$ cat src/core/acs_pkg.sv
/*
 * Shared constants and types for the calibration sequencer.
 * Assumes a 10 MHz system clock and an APB master.
 */
package acs_pkg;

  // ------------------------------------------------------------
  // Clock and timing
  // ------------------------------------------------------------
  localparam longint CLK_PERIOD_NS = 100;
  localparam longint MCLK_NOM_HZ   = 2457600;  // Nominal master
  localparam longint T_PER50_NS    = 20000000; // 50 Hz period
  localparam longint T_PER60_NS    = 16666667; // 60 Hz period
  localparam longint T_PER250_NS   = 4000000;  // 250 Hz period
  localparam longint T_PER500_NS   = 2000000;  // 500 Hz period
  localparam logic [23:0] PER50_CYC  = 24'(T_PER50_NS / CLK_PERIOD_NS);
  localparam logic [23:0] PER60_CYC  = 24'(T_PER60_NS / CLK_PERIOD_NS);
  localparam logic [23:0] PER250_CYC = 24'(T_PER250_NS / CLK_PERIOD_NS);
  localparam logic [23:0] PER500_CYC = 24'(T_PER500_NS / CLK_PERIOD_NS);
  // Pipeline delay bound, in master clock periods
  localparam longint PIPE_MAX_MCLK = 2000;
  localparam longint PIPE_MAX_NS   = PIPE_MAX_MCLK * 1000000000 / MCLK_NOM_HZ;
  localparam int     PIPE_MAX_CYC  = int'(PIPE_MAX_NS / CLK_PERIOD_NS);
  localparam int     DIV_STEPS     = 32;       // Scaling divider steps

  // ------------------------------------------------------------
  // Calibration lengths in output periods
  // ------------------------------------------------------------
  localparam logic [3:0] SELF_MODE_PER = 4'h6;
  localparam logic [3:0] SELF_RDY_PER  = 4'h9;
  localparam logic [3:0] SELF_ZS_PER   = 4'h3; // Zero-scale half
  localparam logic [3:0] SYS_MODE_PER  = 4'h3;
  localparam logic [3:0] SYS_RDY_PER   = 4'h4;

  // ------------------------------------------------------------
  // Register map (byte addresses)
  // ------------------------------------------------------------
  localparam logic [7:0] SETUP_OFS  = 8'h00;
  localparam logic [7:0] DATA_OFS   = 8'h04;
  localparam logic [7:0] STATUS_OFS = 8'h08;
  localparam logic [7:0] MASK_OFS   = 8'h0c;
  localparam logic [7:0] COEF_OFS   = 8'h10;
  localparam int MODE_POS = 0;  // Operating mode field [1:0]
  localparam int RATE_POS = 2;  // Filter rate select [3:2]
  localparam int BUF_POS  = 4;  // Input buffer enable
  localparam int CALD_POS = 0;  // Status: calibration done
  localparam int DNEW_POS = 1;  // Status: new data
  localparam logic [15:0] OFFS_RST = 16'h0000;
  localparam logic [15:0] SPAN_RST = 16'hffff;

  // ------------------------------------------------------------
  // Types
  // ------------------------------------------------------------
  typedef enum logic [1:0] {
    MODE_NORMAL = 2'h0,
    MODE_SELF   = 2'h1,
    MODE_SYS_ZS = 2'h2,
    MODE_SYS_FS = 2'h3
  } acs_mode_t;

  typedef struct packed {
    logic      buf_en;
    logic [1:0] filter_rate_select;
    acs_mode_t operating_mode_field;
  } acs_setup_t;

  typedef struct packed {
    logic        psel;
    logic        penable;
    logic        pwrite;
    logic [7:0]  paddr;
    logic [31:0] pwdata;
  } acs_apb_req_t;

  typedef struct packed {
    logic [31:0] prdata;
    logic        pready;
    logic        pslverr;
  } acs_apb_rsp_t;

endpackage : acs_pkg

$ cat src/core/acs_cal_seq.sv
/*
 * Calibration sequencer and result path of a sigma-delta converter.
 * Assumes RAW_SAMPLE_I comes from front-end logic on CLOCK_I and is
 * valid whenever an output period ends; registers sit on APB.
 */
// Overview of operation
// - Two completion signs: ready low, mode zero
// - Ready falls with fresh post-calibration result
// - Mode field clears to zero when done
// - Mode clears first, after calibration duration
// - Ready adds conversion plus bounded pipeline delay
// - Self mode: six periods, ready nine
// - Zero system mode: three periods, ready four
// - Full system mode: three periods, ready four
// - Rate field picks one of four periods
// - Setup bit selects buffered analog input
// - Read-only data register holds latest result
`timescale 1ns/1ps
module acs_cal_seq #(
  parameter logic [23:0] PER_CYC_50  = acs_pkg::PER50_CYC,
  parameter logic [23:0] PER_CYC_60  = acs_pkg::PER60_CYC,
  parameter logic [23:0] PER_CYC_250 = acs_pkg::PER250_CYC,
  parameter logic [23:0] PER_CYC_500 = acs_pkg::PER500_CYC
) (
  input  wire logic                  CLOCK_I,
  input  wire logic                  RST_N_I,
  input  wire acs_pkg::acs_apb_req_t APB_REQ_I,
  output acs_pkg::acs_apb_rsp_t      APB_RSP_O,
  input  wire logic [15:0]           RAW_SAMPLE_I,
  output logic [1:0]                 SRC_SEL_O,
  output logic                       BUF_EN_O,
  output logic                       CONVERSION_READY_LOW_O,
  output logic                       IRQ_O
);
  import acs_pkg::*;

  // ------------------------------------------------------------
  // Elaboration checks
  // ------------------------------------------------------------
  // The scaler must finish inside one period and the bound
  if (DIV_STEPS + 1 > PIPE_MAX_CYC) begin : g_pipe_chk
    $error("Scaling delay exceeds its bound");
  end
  if (PER_CYC_500 < 24'(DIV_STEPS + 4) || PER_CYC_250 < 24'(DIV_STEPS + 4) ||
      PER_CYC_60 < 24'(DIV_STEPS + 4) || PER_CYC_50 < 24'(DIV_STEPS + 4)) begin : g_per_chk
    $error("Output period too short for scaler");
  end

  // ------------------------------------------------------------
  // Types and declarations
  // ------------------------------------------------------------
  typedef enum logic [3:0] {
    S_RUN   = 4'b0001,  // Free-running conversions
    S_CAL   = 4'b0010,  // Calibration periods
    S_TAIL  = 4'b0100,  // Normal conversion after calibration
    S_SCALE = 4'b1000   // Pipeline delay: scaling divide
  } acs_state_t;

  acs_state_t  state_q, state_d;       // Sequencer state
  acs_setup_t  setup_q, setup_d;       // Setup register
  acs_mode_t   kind_q, kind_d;         // Running calibration
  logic [23:0] per_q, per_d;           // Period down-counter
  logic [3:0]  ncal_q, ncal_d;         // Periods since start
  logic [1:0]  src_q, src_d;           // Front-end source
  logic [15:0] offs_q, offs_d;         // Zero-scale coefficient
  logic [15:0] span_q, span_d;         // Full-scale span
  logic [15:0] data_q, data_d;         // Data register
  logic        rdy_low_q, rdy_low_d;   // Ready, active low
  logic [1:0]  sts_q, sts_d;           // Sticky status
  logic [1:0]  msk_q, msk_d;           // Interrupt mask
  logic [16:0] rem_q, rem_d;           // Divider remainder
  logic [31:0] num_q, num_d;           // Divider numerator/quotient
  logic [5:0]  step_q, step_d;         // Divider step count

  logic        wr_en;                  // APB write access
  logic        rd_en;                  // APB read access
  logic        tick;                   // Output period enable
  logic        cal_go;                 // Calibration start
  logic [16:0] trial;                  // Divider trial remainder
  logic [31:0] rdata;                  // Read mux

  // ------------------------------------------------------------
  // Functions
  // ------------------------------------------------------------
  // Difference clamped at zero; sub-zero codes read as zero
  function automatic logic [15:0] sub_clamp(input logic [15:0] a,
                                            input logic [15:0] b);
    sub_clamp = (a > b) ? a - b : 16'h0000;
  endfunction : sub_clamp

  // Output period in cycles for a rate code
  function automatic logic [23:0] rate_cyc(input logic [1:0] sel);
    unique case (sel)
      2'h0:    rate_cyc = PER_CYC_50;
      2'h1:    rate_cyc = PER_CYC_60;
      2'h2:    rate_cyc = PER_CYC_250;
      default: rate_cyc = PER_CYC_500;
    endcase
  endfunction : rate_cyc

  // ------------------------------------------------------------
  // APB decode
  // ------------------------------------------------------------
  // Zero wait states: every access completes in its first cycle
  assign wr_en = APB_REQ_I.psel & APB_REQ_I.penable & APB_REQ_I.pwrite;
  assign rd_en = APB_REQ_I.psel & APB_REQ_I.penable & ~APB_REQ_I.pwrite;

  // Read mux and error flag for unmapped addresses
  always_comb begin
    rdata = 32'h0000_0000;
    APB_RSP_O.pslverr = 1'b0;
    unique case (APB_REQ_I.paddr)
      SETUP_OFS:  rdata = {27'h0, setup_q};
      DATA_OFS:   rdata = {16'h0, data_q};
      STATUS_OFS: rdata = {30'h0, sts_q};
      MASK_OFS:   rdata = {30'h0, msk_q};
      COEF_OFS:   rdata = {span_q, offs_q};
      default:    APB_RSP_O.pslverr = APB_REQ_I.psel & APB_REQ_I.penable;
    endcase
    APB_RSP_O.prdata = rdata;
    APB_RSP_O.pready = 1'b1;
  end

  // A mode write starts calibration unless one is already running
  assign cal_go = wr_en && (APB_REQ_I.paddr == SETUP_OFS) &&
                  (APB_REQ_I.pwdata[MODE_POS +: 2] != 2'h0) && (state_q != S_CAL);

  // Period divider: one-cycle tick per output period
  assign tick = (per_q == 24'h0);

  // Shifted partial remainder for one restoring-divide step
  assign trial = {rem_q[15:0], num_q[31]};

  // ------------------------------------------------------------
  // Next-state logic
  // ------------------------------------------------------------
  always_comb begin
    state_d   = state_q;
    setup_d   = setup_q;
    kind_d    = kind_q;
    per_d     = tick ? rate_cyc(setup_q.filter_rate_select) - 24'h1 : per_q - 24'h1;
    ncal_d    = ncal_q;
    src_d     = src_q;
    offs_d    = offs_q;
    span_d    = span_q;
    data_d    = data_q;
    rdy_low_d = rdy_low_q;
    sts_d     = sts_q;
    msk_d     = msk_q;
    rem_d     = rem_q;
    num_d     = num_q;
    step_d    = step_q;

    // Register writes; mode is frozen while calibrating
    if (wr_en) begin
      unique case (APB_REQ_I.paddr)
        SETUP_OFS: begin
          setup_d.buf_en = APB_REQ_I.pwdata[BUF_POS];
          setup_d.filter_rate_select = APB_REQ_I.pwdata[RATE_POS +: 2];
          if (cal_go) begin
            setup_d.operating_mode_field = acs_mode_t'(APB_REQ_I.pwdata[MODE_POS +: 2]);
          end
        end
        STATUS_OFS: sts_d = sts_q & ~APB_REQ_I.pwdata[1:0];
        MASK_OFS:   msk_d = APB_REQ_I.pwdata[1:0];
        default: ;  // Data and coefficients are read-only
      endcase
    end

    // Reading the data register retires the ready indication
    if (rd_en && (APB_REQ_I.paddr == DATA_OFS)) begin
      rdy_low_d = 1'b1;
    end

    unique case (state_q)
      // Normal conversions: hand each sample to the scaler
      S_RUN: begin
        if (tick) begin
          state_d = S_SCALE;
        end
      end
      // Count calibration periods and capture coefficients
      S_CAL: begin
        if (tick) begin
          ncal_d = ncal_q + 4'h1;
          if (kind_q == MODE_SELF) begin
            if (ncal_d == SELF_ZS_PER) begin
              offs_d = RAW_SAMPLE_I;
              src_d  = 2'h2;          // Internal full-scale next
            end
            if (ncal_d == SELF_MODE_PER) begin
              span_d = sub_clamp(RAW_SAMPLE_I, offs_q);
            end
          end else if (ncal_d == SYS_MODE_PER) begin
            if (kind_q == MODE_SYS_ZS) begin
              offs_d = RAW_SAMPLE_I;
            end else begin
              span_d = sub_clamp(RAW_SAMPLE_I, offs_q);
            end
          end
          // Mode clears after the calibration's own periods
          if (ncal_d == ((kind_q == MODE_SELF) ? SELF_MODE_PER : SYS_MODE_PER)) begin
            setup_d.operating_mode_field = MODE_NORMAL;
            sts_d[CALD_POS] = 1'b1;
            src_d   = 2'h0;
            state_d = S_TAIL;
          end
        end
      end
      // Normal conversions before the first result: one period for system modes, three for self
      S_TAIL: begin
        if (tick) begin
          ncal_d = ncal_q + 4'h1;
          if (ncal_d == ((kind_q == MODE_SELF) ? SELF_RDY_PER : SYS_RDY_PER)) begin
            state_d = S_SCALE;
          end
        end
      end
      // Scaling divide; its length is the pipeline delay
      S_SCALE: begin
        if (step_q == 6'(DIV_STEPS)) begin
          data_d    = (num_q[31:16] != 16'h0) ? 16'hffff : num_q[15:0];
          rdy_low_d = 1'b0;
          sts_d[DNEW_POS] = 1'b1;
          state_d   = S_RUN;
        end else begin
          step_d = step_q + 6'h1;
          if (trial >= {1'b0, span_q}) begin
            rem_d = trial - {1'b0, span_q};
            num_d = {num_q[30:0], 1'b1};
          end else begin
            rem_d = trial;
            num_d = {num_q[30:0], 1'b0};
          end
        end
      end
      default: state_d = S_RUN;
    endcase

    // Load the scaler with the offset-corrected sample
    if ((state_d == S_SCALE) && (state_q != S_SCALE)) begin
      num_d  = {sub_clamp(RAW_SAMPLE_I, offs_q), 16'h0000};
      rem_d  = 17'h0;
      step_d = 6'h0;
    end

    // Calibration start restarts the period and raises ready high
    if (cal_go) begin
      kind_d    = acs_mode_t'(APB_REQ_I.pwdata[MODE_POS +: 2]);
      state_d   = S_CAL;
      ncal_d    = 4'h0;
      per_d     = rate_cyc(APB_REQ_I.pwdata[RATE_POS +: 2]) - 24'h1;
      src_d     = (APB_REQ_I.pwdata[MODE_POS +: 2] == 2'h1) ? 2'h1 : 2'h0;
      rdy_low_d = 1'b1;
    end

    // Hardware set wins over a same-cycle clear
    if ((state_q == S_CAL) && (state_d == S_TAIL)) begin
      sts_d[CALD_POS] = 1'b1;
    end
    if ((state_q == S_SCALE) && (state_d == S_RUN)) begin
      sts_d[DNEW_POS] = 1'b1;
    end
  end

  // ------------------------------------------------------------
  // State registers
  // ------------------------------------------------------------
  always_ff @(posedge CLOCK_I or negedge RST_N_I) begin
    if (!RST_N_I) begin
      state_q   <= S_RUN;
      setup_q   <= '0;
      kind_q    <= MODE_NORMAL;
      per_q     <= PER_CYC_50 - 24'h1;
      ncal_q    <= 4'h0;
      src_q     <= 2'h0;
      offs_q    <= OFFS_RST;
      span_q    <= SPAN_RST;
      data_q    <= 16'h0000;
      rdy_low_q <= 1'b1;
      sts_q     <= 2'h0;
      msk_q     <= 2'h0;
      rem_q     <= 17'h0;
      num_q     <= 32'h0;
      step_q    <= 6'h0;
    end else begin
      state_q   <= state_d;
      setup_q   <= setup_d;
      kind_q    <= kind_d;
      per_q     <= per_d;
      ncal_q    <= ncal_d;
      src_q     <= src_d;
      offs_q    <= offs_d;
      span_q    <= span_d;
      data_q    <= data_d;
      rdy_low_q <= rdy_low_d;
      sts_q     <= sts_d;
      msk_q     <= msk_d;
      rem_q     <= rem_d;
      num_q     <= num_d;
      step_q    <= step_d;
    end
  end

  // ------------------------------------------------------------
  // Outputs
  // ------------------------------------------------------------
  assign SRC_SEL_O              = src_q;
  assign BUF_EN_O               = setup_q.buf_en;
  assign CONVERSION_READY_LOW_O = rdy_low_q;
  // Level interrupt while any unmasked status bit is set
  assign IRQ_O                  = |(sts_q & msk_q);

endmodule : acs_cal_seq

$ cat config.mk
export PLATFORM = sky130hd
export DESIGN_NAME = acs_cal_seq
export DESIGN_NICKNAME = d
export VERILOG_FILES = /design/src/core/acs_pkg.sv /design/src/core/acs_cal_seq.sv
export SDC_FILE = /design/constraint.sdc
export NUM_CORES = 1
export LEC_CHECK = 0
export BUFFER_PORTS_ARGS = -buffer_cell sky130_fd_sc_hd__buf_4
export CAP_MARGIN = 0
export CORE_MARGIN = 1
export CORE_UTILIZATION = 50
export DETAILED_ROUTE_END_ITERATION = 8
export GPL_ROUTABILITY_DRIVEN = 0
export PLACE_DENSITY = 0.7
export SETUP_SLACK_MARGIN = 0.5
export SYNTH_ARGS = -nofsm -noshare
export SYNTH_HDL_FRONTEND = slang
export SYNTH_SLANG_ARGS = --single-unit
$ cat constraint.sdc
create_clock -name CLOCK_I -period 8.7 [get_ports CLOCK_I]
set_clock_uncertainty 0.2 [all_clocks]
set_input_delay 0.435 -clock CLOCK_I [delete_from_list [all_inputs] [get_ports CLOCK_I]]
set_output_delay 0.435 -clock CLOCK_I [all_outputs]
set_load 0.005 [all_outputs]
==> flow_metrics.env <==
export IMPL_h_tree_depth=4
export IMPL_num_vias=7099
export IMPL_path_clk_slew_ns=0.07
export IMPL_antenna_found_initial=0
export IMPL_cts_root_buf="clkbuf_16"
export IMPL_grt_met3_usage_pct=4.947
export IMPL_chipHeight_um=133.7
export IMPL_antenna_cells=0
export IMPL_cts_buffers=17
export IMPL_synth_edf_count=0
export IMPL_detailed_place_hpwl_um=14690
export IMPL_max_slew_worst_pin_slew_ns=1.115
export IMPL_ys_warn_count=0
export IMPL_die_area_mm2=0.01787
export IMPL_grt_max_degree=76
export IMPL_use_met1_pct=35.66
export IMPL_drv_cap=0
export IMPL_clk_insertion_delay_late_ns=0.43
export IMPL_drtPass1Iterations=5
export IMPL_slew_violations=0
export IMPL_finalSetupTns_ns=0
export IMPL_syn_nets=1043
export IMPL_min_path_type="in -> reg"
export IMPL_clk_path_buf_depth=2
export IMPL_yosysUniqueCellTypes=70
export IMPL_initial_core_util_pct=51.71
export IMPL_overflow=0
export IMPL_ys_ff_latch=148
export IMPL_rows=47
export IMPL_grtUsageMet2_pct=39.44
export IMPL_final_area_mm2=0.009991
export IMPL_critical_path_class="reg -> reg"
export IMPL_total_leakage_power_nw=4.689
export IMPL_place_ws_ns=4.822
export IMPL_drt_wirelength_per_cell_um=17.16
export IMPL_syn_area_mm2=0.008667
export IMPL_grt_busiest_layer="met2"
export IMPL_numPortBuffers=71
export IMPL_asyncSetResetFlopFracSynth_pct=100.0
export IMPL_die_x_um=133.7
export IMPL_io_pins=100
export IMPL_ant_nets=0
export IMPL_slew_headroom_pct=25.64
export IMPL_outcome="complete, no violations"
export IMPL_syn_to_final_growth_pct=15.27
export IMPL_power_density_mw_per_mm2=159.0
export IMPL_end_kind="flip-flop"
export IMPL_vias_per_cell=5.819
export IMPL_drt_wl_total_um=20940
export IMPL_synthCells=930
export IMPL_drc=0
export IMPL_critPathArrivalTime_ns=4.01
export IMPL_max_freq_mhz=255.3
export IMPL_placed_area_mm2=0.009370
export IMPL_coreArea_mm2=0.01676
export IMPL_min_period_over_period_pct=45.02
export IMPL_fin_nets=1100
export IMPL_synth_ff_type="dfrtp_1"
export IMPL_drt_initial_drc_count=424
export IMPL_setup_violations=0
export IMPL_cts_tree="yes"
export IMPL_clock_sinks=148
export IMPL_worst_slack_ns=4.784
export IMPL_ir_drop_v=0.0001424
export IMPL_report_final_hold_viol_count=0
export IMPL_syn_avg_cell_area_um2=9.319
export IMPL_worstPathMaxFanout=13
export IMPL_cp_start_kind="flip-flop"
export IMPL_grt_pass1_vias=6934
export IMPL_rsz0062_at_grt="no"
export IMPL_cp_required_ns=8.79
export IMPL_synth_seq_area_share_pct=43.15
export IMPL_finalCriticalPeriod_ns=3.916
export IMPL_grt_pass1_wl_um=35510
export IMPL_track_usage_pct=25.23
export IMPL_drive_above_1_share_pct=16.60
[cell usage in the layout (no fill, tap or decap), types with 29 or more instances in the layout]
cell type  count
a21oi_1       42
buf_4         77
dfrtp_1      119
dfstp_2       29
ha_1          50
inv_1         54
nand2_1      106
nor2_1        62
nor3_1        32
o21ai_0       85
[area by class of cell]
type,instances,area [um^2]
Multi-Input combinational cell,687,4563
Inverter,54,202.7
Tap cell,220,275.3
Clock buffer,17,425.4
Sequential cell,148,3740
Timing Repair Buffer,79,599.3
Fill cell,1466,6769
Clock inverter,15,185.2
[power by group]
part	leakage (nW)	internal (mW)	switching (mW)	total (mW)
Sequential	1.70	0.716	0.0213	0.738
Clock	0.293	0.390	0.350	0.740
Combinational	2.69	0.0486	0.0623	0.111
[sequential cells by signal (all words and copies together), names as in the netlist]
signal and count:
offs_q 16, BUF_EN_O 1, span_q 16, setup_q 4
step_q 6, data_q 16, msk_q 2, CONVERSION_READY_LOW_O 1
SRC_SEL_O 2, per_q 24, kind_q 2, state_q 4
rem_q 16, num_q 32, ncal_q 4, sts_q 2
[Yosys cell counts (all sizes together), types with 5 or more instances]
master  number  area [um^2]
a211oi       7        57.55
a21o        12        90.09
a21oi       43        215.2
a22o        28        245.2
a22oi       17        127.6
a31oi        6        37.54
a32oi        6        52.55
and3         5        31.28
buf         12        78.83
clkbuf      29        108.9
dfrtp      119         2978
dfstp       29        762.0
ha          50        625.6
inv         54        202.7
mux2         5        56.30
mux2i        9        90.09
nand2      107        404.1
nand2b      10        62.56
nand3       23        115.1
nand3b       7        52.55
nand4       13        81.33
nor2        63        244.0
nor2b        8        50.05
nor3        37        222.7
nor4        10        77.57
o21a         5        37.54
o21ai       85        425.4
o22a        16        140.1
o311ai       9        78.83
o31ai       11        82.58
xnor2       28        245.2
xor2        20        175.2
[critical path, cell delays in order (launching register included)]
cell and delay [ns]:
dfstp_2 0.54, inv_1 0.06, ha_1 0.35, a21o_1 0.18, a21o_1 0.20, a211oi_1 0.42
a21oi_1 0.17, a211oi_2 0.80, buf_4 0.32, nand2b_1 0.36, o21ai_0 0.17
[repair_timing]
item	in CTS	in global routing
hold endpoints to repair	64	0
hold buffers	1	0
setup endpoints to repair	0	0
buffers inserted	0	0
gates resized for setup	0	0
[metal layers]
layer	share of wire (%)	up-vias
li1	-	3469
met1	48	3425
met2	47	180
met3	4.3	25
met4	1.3	0
met5	0	-
[final timing paths]
kind                                        from         end  slack [ns]  depth (start not counted)
worst min-delay path            RAW_SAMPLE_I[13]  offs_q[13]        0.03                          3
worst max register to register        span_q[10]   rem_q[12]        4.78                         10
min in group asynchronous                RST_N_I   rem_q[10]        0.38                          2
max in group asynchronous                RST_N_I   per_q[18]        6.50                          3
worst min register to register          per_q[0]    per_q[0]        0.27                          1
worst max-delay path                  span_q[10]   rem_q[12]        4.78                         10
[through the flow]
step / utilization, % / power [mW] / hold WS [ns] / std cells
after floorplan: - / 0.8119 / -0.06059 / 930
after CTS: 59.61 / 1.605 / 0.01531 / 1220
after detailed placement: 55.91 / 0.8609 / 0.2533 / 1187
after global routing: 59.61 / 1.651 / 0.02185 / 1220
final: 59.61 / 1.589 / 0.02642 / 1220
after global placement: 55.91 / 0.8591 / 0.2496 / 1187
[cells by family (layout without fill, tap and decap cells)]
kind of cell | Yosys count | in the layout | synth area share (%)
multiplexers | 14 | 14 | 1.689
other | 1 | 1 | 0.04327
XOR/XNOR | 48 | 48 | 4.851
AND/OR/NAND/NOR | 304 | 304 | 17.45
adder cells (fa/ha/maj) | 52 | 52 | 7.680
buffers and inverters | 95 | 165 | 4.504
flip-flops | 148 | 148 | 43.15
AO/OA/AOI/OAI | 268 | 268 | 20.63
Note: power is estimated with default switching activity, not from simulation.
